**config.mk**
```make
export PLATFORM = sky130hd
export DESIGN_NAME = adc_result_format
export DESIGN_NICKNAME = d
export VERILOG_FILES = /design/src/adc_result_format_pkg.sv /design/src/adc_result_format.sv
export SDC_FILE = /design/constraint.sdc
export NUM_CORES = 1
export LEC_CHECK = 0
export BUFFER_PORTS_ARGS = -buffer_cell sky130_fd_sc_hd__buf_2
export CORE_MARGIN = 10
export CORE_UTILIZATION = 57
export CTS_BUF_LIST = sky130_fd_sc_hd__clkbuf_4 sky130_fd_sc_hd__clkbuf_8 sky130_fd_sc_hd__clkbuf_16
export DETAILED_ROUTE_END_ITERATION = 8
export PLACE_DENSITY_LB_ADDON = 0.25
export SETUP_SLACK_MARGIN = 0.02
export SLEW_MARGIN = 20
export SYNTH_ARGS = -nofsm -noshare
export SYNTH_HDL_FRONTEND = slang
export SYNTH_SLANG_ARGS = --single-unit
```
**constraint.sdc**
```tcl
create_clock -name clk -period 4.8 [get_ports clk]
set_input_delay 0.72 -clock clk [delete_from_list [all_inputs] [get_ports clk]]
set_output_delay 0.72 -clock clk [all_outputs]
set_load 0.1 [all_outputs]
```
**src/adc_result_format_pkg.sv**
```systemverilog
`default_nettype none
package adc_result_format_pkg;
    // register indices on the byte-wide register port
    localparam logic [2:0] ADDR_RESULT_LOW  = 3'h0;
    localparam logic [2:0] ADDR_RESULT_HIGH = 3'h1;
    localparam logic [2:0] ADDR_MUX_CONFIG  = 3'h2;
    localparam logic [2:0] ADDR_CONTROL_B   = 3'h3;
    localparam logic [2:0] ADDR_STATUS      = 3'h4;
    // field positions
    localparam int BIPOLAR_SELECT_BIT = 7;
    localparam int DONE_FLAG_BIT      = 4;
    localparam int DIFF_SELECT_BIT    = 4;
    localparam int GAIN_SELECT_BIT    = 0;
    // reset values
    localparam logic [7:0] MUX_CONFIG_RESET = 8'h00;
    localparam logic       BIPOLAR_RESET    = 1'b0;
    // code limits
    localparam logic [9:0]        CODE_ZERO   = 10'h000;
    localparam logic [9:0]        CODE_MAX    = 10'h3FF;
    localparam logic signed [17:0] UNI_MAX    = 18'sh0_03FF;
    localparam logic signed [17:0] BIP_MAX    = 18'sh0_01FF;
    localparam logic signed [17:0] BIP_MIN    = -18'sh0_0200;
    localparam logic [9:0]        BIP_MIN_CODE = 10'h200;
    localparam logic [9:0]        BIP_MAX_CODE = 10'h1FF;

    typedef struct packed {
        logic [2:0] addr;
        logic [7:0] wdata;
        logic       wr;
        logic       rd;
    } bus_req_type;

    typedef struct packed {
        logic              valid;
        logic signed [11:0] value;
    } sample_type;

    typedef struct packed {
        logic [9:0] result;
        logic [7:0] mux_config;
        logic       bipolar;
        logic       done;
        logic [7:0] rdata;
    } state_type;
endpackage
`default_nettype wire

```
**src/adc_result_format.sv**
```systemverilog
`timescale 1ns/1ps
`default_nettype none
// Notes on behaviour
// - after a finished conversion the result is readable in low/high bytes
// - result registers and the done flag are updated in the same cycle
// - single-ended result is unsigned 0x000 (ground) to 0x3FF
// - pairs run unipolar unless bipolar select is set, as after reset
// - unipolar differential is unsigned full range; negative clamps to zero
// - writing one to bipolar select in control b enables signed differences
// - bipolar result is two's complement at half scale, 0x200 to 0x1FF
// - in bipolar mode bit 9 carries the sign, one means negative
// - differential pairs get gain 8 or 20 picked by the input select field
module adc_result_format
    import adc_result_format_pkg::*;
(
    input  wire logic        clk,
    input  wire logic        sys_rst,
    input  wire bus_req_type bus_req,
    input  wire sample_type  sample,
    output logic [7:0]       rdata,
    output logic             conversion_done_flag,
    output logic [4:0]       input_select_field,
    output logic [1:0]       reference_select
);
    state_type          state_reg;
    state_type          state_next;
    logic               differential;
    logic               gain_20;
    logic signed [17:0] sample_ext;
    logic signed [17:0] gained;
    logic signed [17:0] halved;
    logic [9:0]         formatted;

    always_comb begin
        differential = state_reg.mux_config[DIFF_SELECT_BIT];
        gain_20      = state_reg.mux_config[GAIN_SELECT_BIT];
        sample_ext   = {{6{sample.value[11]}}, sample.value};
        if (differential) begin
            if (gain_20) begin
                gained = (sample_ext <<< 4) + (sample_ext <<< 2);
            end else begin
                gained = sample_ext <<< 3;
            end
        end else begin
            gained = sample_ext;
        end
        halved = gained >>> 1;
        if (differential && state_reg.bipolar) begin
            if (halved > BIP_MAX) begin
                formatted = BIP_MAX_CODE;
            end else if (halved < BIP_MIN) begin
                formatted = BIP_MIN_CODE;
            end else begin
                formatted = halved[9:0];
            end
        end else begin
            if (gained < 18'sh0_0000) begin
                formatted = CODE_ZERO;
            end else if (gained > UNI_MAX) begin
                formatted = CODE_MAX;
            end else begin
                formatted = gained[9:0];
            end
        end
    end

    always_comb begin
        state_next       = state_reg;
        state_next.rdata = 8'h00;
        if (bus_req.wr) begin
            case (bus_req.addr)
                ADDR_MUX_CONFIG: begin
                    state_next.mux_config = bus_req.wdata;
                end
                ADDR_CONTROL_B: begin
                    state_next.bipolar =
                        bus_req.wdata[BIPOLAR_SELECT_BIT];
                end
                ADDR_STATUS: begin
                    if (bus_req.wdata[DONE_FLAG_BIT]) begin
                        state_next.done = 1'b0;
                    end
                end
                default: begin
                    state_next.done = state_reg.done;
                end
            endcase
        end
        if (bus_req.rd) begin
            case (bus_req.addr)
                ADDR_RESULT_LOW: begin
                    state_next.rdata = state_reg.result[7:0];
                end
                ADDR_RESULT_HIGH: begin
                    state_next.rdata = {6'h00, state_reg.result[9:8]};
                end
                ADDR_MUX_CONFIG: begin
                    state_next.rdata = state_reg.mux_config;
                end
                ADDR_CONTROL_B: begin
                    state_next.rdata = {state_reg.bipolar, 7'h00};
                end
                ADDR_STATUS: begin
                    state_next.rdata = {3'h0, state_reg.done, 4'h0};
                end
                default: begin
                    state_next.rdata = 8'h00;
                end
            endcase
        end
        // set wins over a clear in the same cycle
        if (sample.valid) begin
            state_next.result = formatted;
            state_next.done   = 1'b1;
        end
    end

    always_ff @(posedge clk) begin
        if (sys_rst) begin
            state_reg.result     <= CODE_ZERO;
            state_reg.mux_config <= MUX_CONFIG_RESET;
            state_reg.bipolar    <= BIPOLAR_RESET;
            state_reg.done       <= 1'b0;
            state_reg.rdata      <= 8'h00;
        end else begin
            state_reg <= state_next;
        end
    end

    always_comb begin
        rdata                = state_reg.rdata;
        conversion_done_flag = state_reg.done;
        input_select_field   = state_reg.mux_config[4:0];
        reference_select     = state_reg.mux_config[7:6];
    end
endmodule // adc_result_format
`default_nettype wire

```
==> impl_metrics.csv, run 1 <==
group,metric,value,unit
status,status,"finished, final reports clean",
floorplanning,die_area,6480,sq um
placed_design,gp_congestion,0.908,
timing,hold_viol_final,0,
yosys,syn_avg_cell_area,7.87,sq um
timing,layout_min_cycle_time,3.22,ns
yosys,synth_flop_cell,"dfxtp_1",
layout,area_delta_synth_final,7.80,%
detailed_routing,routed_wl,5010,um
critical_path,endpoint_kind,"flop",
yosys,syn_inst,265,
placed_design,dp_cells,327,
floorplanning,coreArea,3440,sq um
clock_network,cts_resized,0,
timing,tightest_slew,0.797,ns
job,drv_cap,0,
global_routing,overflow,0,
yosys,ys_seq_area_frac,0.269,
timing,fmax,310,MHz
global_routing,antenna_found_initial,0,
clock_network,cts_root_buffer,"clkbuf_8",
yosys,syn-num-nets,305,
timing,relSlewSlack,0.468,
yosys,synth.most_common_cell,"nor2_1",
timing,final.setup.tns,0,ns
layout,antenna_cells,0,
power_and_ir_drop,vdd_drop_max,0.136,mV
layout,largest_register_ff_count,12,
global_routing,grt_usage,0.151,
yosys,yosysWarnings,0,
yosys,ys_top_cells_by_area,"dfxtp_1, mux2i_1, nor2_1, ha_1, buf_4",
detailed_routing,drc,0,
placed_design,dp_hpwl,3960,um
floorplanning,die_h,80.5,um
yosys,ys_ff_latch,28,
timing,report.final.slew_viol_count,0,
detailed_routing,drt_iter0_drc,157,
detailed_routing,postRouteAntennaNets,0,
critical_path,required,4.99,ns
global_routing,use_met2,0.247,
timing,finalWorstSetupSlack,1.58,ns
global_routing,grt_pass1_wl,8230,um
critical_path,cp_max_fo,14,
clock_network,cts_max_level,1,
placed_design,portBuffers,43,
clock_network,postCtsSetupRepairBufs,0,
global_routing,grt_max_degree,24,
timing,timing.hold.ws,0.486,ns
yosys,syn-cell-area,2090,sq um
worst_hold_path,min_path_type,"flop to flop",
layout,final_cells,331,
power_and_ir_drop,leakagePower,0.000957,uW
yosys,netlist.area_leader.share,0.269,
yosys,synth.distinct_cells,50,
critical_path,critPathKind,"primary input to flop",
timing,rsz0062_at_grt,"false",
global_routing,use_met3,0.0401,
global_routing,busiest_layer,"met2",
timing,post-route-period-util,0.672,
placed_design,pre_cts_slack,1.37,ns
floorplanning,fp.dieW,80.5,um
critical_path,cp.arrival,3.42,ns
yosys,synthArstFlopShare,0,
yosys,synth_area_leader_cell,"dfxtp_1",
detailed_routing,dr.pass1.iters,4,
layout,nets,326,
clock_network,clock-sinks,28,
yosys,ys_top_cells_by_count,"nor2_1, dfxtp_1, a21oi_1, mux2i_1, buf_4",
clock_network,cts_buffers,3,
clock_network,clk_pin_slew_worst_paths,0.09,ns
global_routing,use_met1,0.191,
clock_network,cts_tree,"built",
global_routing,grt_pass1_vias,1839,
floorplanning,initial_core_util,0.606,
layout,utilization,0.653,
detailed_routing,num_vias,1940,
layout,drive_gt1_frac,0.189,
timing,setup_viol,0,
timing,clock_skew,0.00405,ns
detailed_routing,wl_per_cell,15.1,um
floorplanning,ios,44,
detailed_routing,via_per_inst,5.86,
clock_network,clkLatencyLatePin,0.27,ns
clock_network,cts.path.max_buffers,2,
floorplanning,row_count,21,
power_and_ir_drop,power.density,240,nW/um^2
critical_path,start_kind,"primary input",
clock_network,ctsHoldBuffers,0,
yosys,synth_edf_count,0,
[report_power, final]
| group | switching (uW) | internal (uW) |
|---|---|---|
| registers | 6.75 | 240 |
| logic | 90.8 | 56.5 |
| clock network | 71.2 | 73.5 |
[kinds of logic after synthesis]
kind of cell	share of synthesized area
AO/OA/AOI/OAI	0.232
AND/OR/NAND/NOR	0.202
buffers and inverters	0.0900
adder cells (fa/ha/maj)	0.0756
flip-flops	0.269
multiplexers	0.111
XOR/XNOR	0.0210
[final cells by class]
type                       count  area [sq um]
multi-input combinational    204          1340
fill                         312          1190
sequential                    28           561
timing repair buffer          43           215
tap                           46          57.6
clock buffer                   4          55.1
inverter                       6          22.5
[worst paths after layout]
kind	startpoint	to	slack (ns)	cells after the start
max	sample[0]	state_reg[19]$_SDFFE_PP0P_	1.58	12
min	state_reg[19]$_SDFFE_PP0P_	state_reg[19]$_SDFFE_PP0P_	0.49	2
max reg2reg	input_select_field[4]$_SDFFE_PP0P_	state_reg[25]$_SDFFE_PP0P_	2.04	7
min reg2reg	state_reg[19]$_SDFFE_PP0P_	state_reg[19]$_SDFFE_PP0P_	0.49	2
[metal layers]
metal  vias up  wire length, um  share of wire
met5         -                0              0
met3         7              389          0.078
met1       878             2340           0.47
met4         0               30         0.0060
li1        986                -              -
met2        69             2250           0.45
[placed cells by master (no fill, tap or decap), drive strengths merged, types with 2 or more instances in the layout]
master  synthesis  routed
xnor2           4       4
o31a            2       2
o21a            2       2
mux2i          22      22
nand4           3       3
o211ai          9       9
nor3            2       2
a21o            3       3
nand3           2       2
and3            3       3
nor2           49      49
ha             11      11
and2            2       2
clkbuf         10       4
a22oi           4       4
nand4b          2       2
o21ai          15      15
o22ai           4       4
a21oi          23      23
dfxtp          28      28
and3b           2       2
nor2b           3       3
a211oi          2       2
nand2b          2       2
buf            17      43
nand2          13      13
inv             6       6
a311oi          3       3
[metrics by stage]
step / total power, uW / area, sq um
final: 539 / 2250
after detailed placement: 398 / 2190
after global placement: 396 / 2190
after CTS: 539 / 2250
after global routing: 566 / 2250
after floorplan: 364 / 2090
[worst max-delay path, cell delays in order]
cell and delay [ns]:
buf_2 0.13, ha_1 0.20, inv_1 0.06, fa_1 0.40, nand2b_1 0.19, a21o_1 0.20
and3b_1 0.17, o31a_1 0.29, o2111ai_1 0.14, o41a_1 0.47, o22ai_1 0.18, a311oi_1 0.27
(Power assumes the default switching activity.)
==> run 2: changes to the inputs <==
- CORE_UTILIZATION: 57 -> 55
- clock period: 4.8 -> 3 ns (I/O delays scaled with it)
==> run 2 against run 1 <==
- register-to-register slack got worse by 1.2 ns
- sequential share of layout area decreased by 0.78 points
- worst setup slack got worse by 1.3 ns
- via count decreased by 0.21%
- sequential power increased by 59%
- design area increased by 3.2%
- non-clock buffer count increased by 11
- critical path depth decreased by 1
- global-route usage decreased by 0.082 points
- final cell count increased by 3.6%
- flip-flop and latch count unchanged
==> impl_metrics.csv, run 2 (synthesis gave the netlist of run 1 again) <==
group,metric,value,unit
status,status,"finished, final reports clean",
global_routing,antenna_found_initial,0,
layout,area_delta_synth_final,11.3,%
timing,rsz0062_at_grt,"false",
critical_path,endpoint_kind,"flop",
timing,clock_skew,0.00597,ns
detailed_routing,drt_iter0_drc,102,
power_and_ir_drop,leakagePower,0.00100,uW
clock_network,cts.path.max_buffers,2,
power_and_ir_drop,total_power,835,uW
layout,final_common_cell,"nor2_1",
clock_network,clk_pin_slew_worst_paths,0.08,ns
detailed_routing,wl_per_cell,14.4,um
timing,hold_viol_final,0,
clock_network,clock-sinks,28,
layout,layout_common_cells,"nor2_1, buf_2, dfxtp_1",
layout,largest_register_ff_count,12,
clock_network,postCtsSetupRepairBufs,0,
clock_network,cts_tree,"built",
placed_design,dp_hpwl,4080,um
floorplanning,row_count,22,
critical_path,cp_max_fo,14,
layout,final_cells,343,
floorplanning,die_area,6660,sq um
global_routing,grt_pass1_vias,1812,
timing,layout_min_cycle_time,2.73,ns
layout,fill_cells,343,
floorplanning,ios,44,
critical_path,cp.arrival,2.88,ns
floorplanning,coreArea,3660,sq um
timing,setup_viol,0,
critical_path,required,3.15,ns
layout,utilization,0.634,
timing,relSlewSlack,0.666,
layout,antenna_cells,0,
critical_path,slowest_stage,"o41a_2",
timing,post-route-period-util,0.911,
job,drv_cap,0,
layout,drive_gt1_frac,0.220,
detailed_routing,num_vias,1936,
timing,report.final.slew_viol_count,0,
detailed_routing,via_per_inst,5.64,
floorplanning,fp.dieW,81.6,um
critical_path,path_common_cell,"a211oi_1",
placed_design,dp_cells,340,
global_routing,grt_usage,0.150,
detailed_routing,postRouteAntennaNets,0,
clock_network,cts_root_buffer,"clkbuf_8",
critical_path,start_kind,"primary input",
power_and_ir_drop,power.density,360,nW/um^2
global_routing,overflow,0,
global_routing,grt_pass1_wl,8210,um
layout,nets,337,
timing,final.setup.tns,0,ns
critical_path,crit_chain,"buf_2 > ha_1 > buf_4 > a211oi_1 > o211ai_1 > nand4_1 > and3_1 > o22ai_1 > o41a_2 > a211oi_1 > nor3_1",
placed_design,portBuffers,43,
timing,fmax,366,MHz
global_routing,grt_max_degree,20,
detailed_routing,drc,0,
power_and_ir_drop,vdd_drop_max,0.168,mV
critical_path,critical-path-top-delay-family,"compound AO/OA/AOI/OAI gates",
clock_network,cts_max_level,1,
detailed_routing,routed_wl,4940,um
critical_path,critPathMaxStageDelay,0.63,ns
worst_hold_path,min_path_type,"primary input to flop",
clock_network,cts_buffers,3,
detailed_routing,dr.pass1.iters,4,
floorplanning,initial_core_util,0.570,
timing,tightest_slew,0.502,ns
critical_path,critPathKind,"primary input to flop",
placed_design,gp_congestion,0.878,
critical_path,path_buf_inv,2,
clock_network,clkLatencyLatePin,0.27,ns
floorplanning,die_h,81.6,um
timing,timing.hold.ws,0.418,ns
-- run 2: changes by cell type in the layout (fill, tap and decap cells not counted) --
cell | before | now
clkbuf_8 | 4 | 3
buf_4 | 0 | 11
o41a_1 | 1 | 0
o41a_2 | 0 | 1
-- run 2: power breakdown --
part	internal, uW	switching [uW]	total (uW)
sequential	385	7.62	392
combinational	102	150	253
clock	89.9	101	191
-- run 2: path summary, 6_finish.rpt --
kind,from,slack (ns),to,cells after the start
worst max-delay path,sample[2],0.27,state_reg[18]$_SDFFE_PP0P_,11
worst min-delay path,bus_req[2],0.42,input_select_field[0]$_SDFFE_PP0P_,3
worst max register to register,input_select_field[0]$_SDFFE_PP0P_,0.80,state_reg[18]$_SDFFE_PP0P_,8
worst min register to register,state_reg[18]$_SDFFE_PP0P_,0.48,state_reg[18]$_SDFFE_PP0P_,2
-- run 2: worst min-delay path: cells and delay by family --
family                 cells  cell delay [ns]
muxes                      1             0.05
and+or+nand+nor            1             0.07
buffers and inverters      1             0.07
-- run 2: timing repair --
| action | in CTS | in global routing |
|---|---|---|
| resized for setup | 0 | 1 |
| hold buffers | 0 | 0 |
| endpoints found under the setup margin | 0 | 2 |
-- run 2: layout make-up --
| cell class | count | area (sq um) | share of cell area |
|---|---|---|---|
| clock buffers | 3 | 41.3 | 0.0178 |
| inverters | 6 | 22.5 | 0.00970 |
| multi-input cells | 204 | 1340 | 0.577 |
| flip-flops and latches | 28 | 561 | 0.242 |
| well taps | 48 | 60.1 | 0.0259 |
| repair buffers | 54 | 298 | 0.128 |
-- run 2: through the flow --
step,setup WS [ns],area (sq um)
floorplan,0.284,2090
global placement,0.00937,2280
detailed placement,-0.0613,2280
CTS,0.201,2320
global route,0.0563,2320
finish,0.267,2320
-- run 2: per-layer routing --
layer,part of all wire,up-vias,track usage
li1,-,1004,-
met1,0.44,864,0.172
met2,0.47,58,0.265
met3,0.064,10,0.0218
met4,0.029,0,0.0748
met5,0,-,0
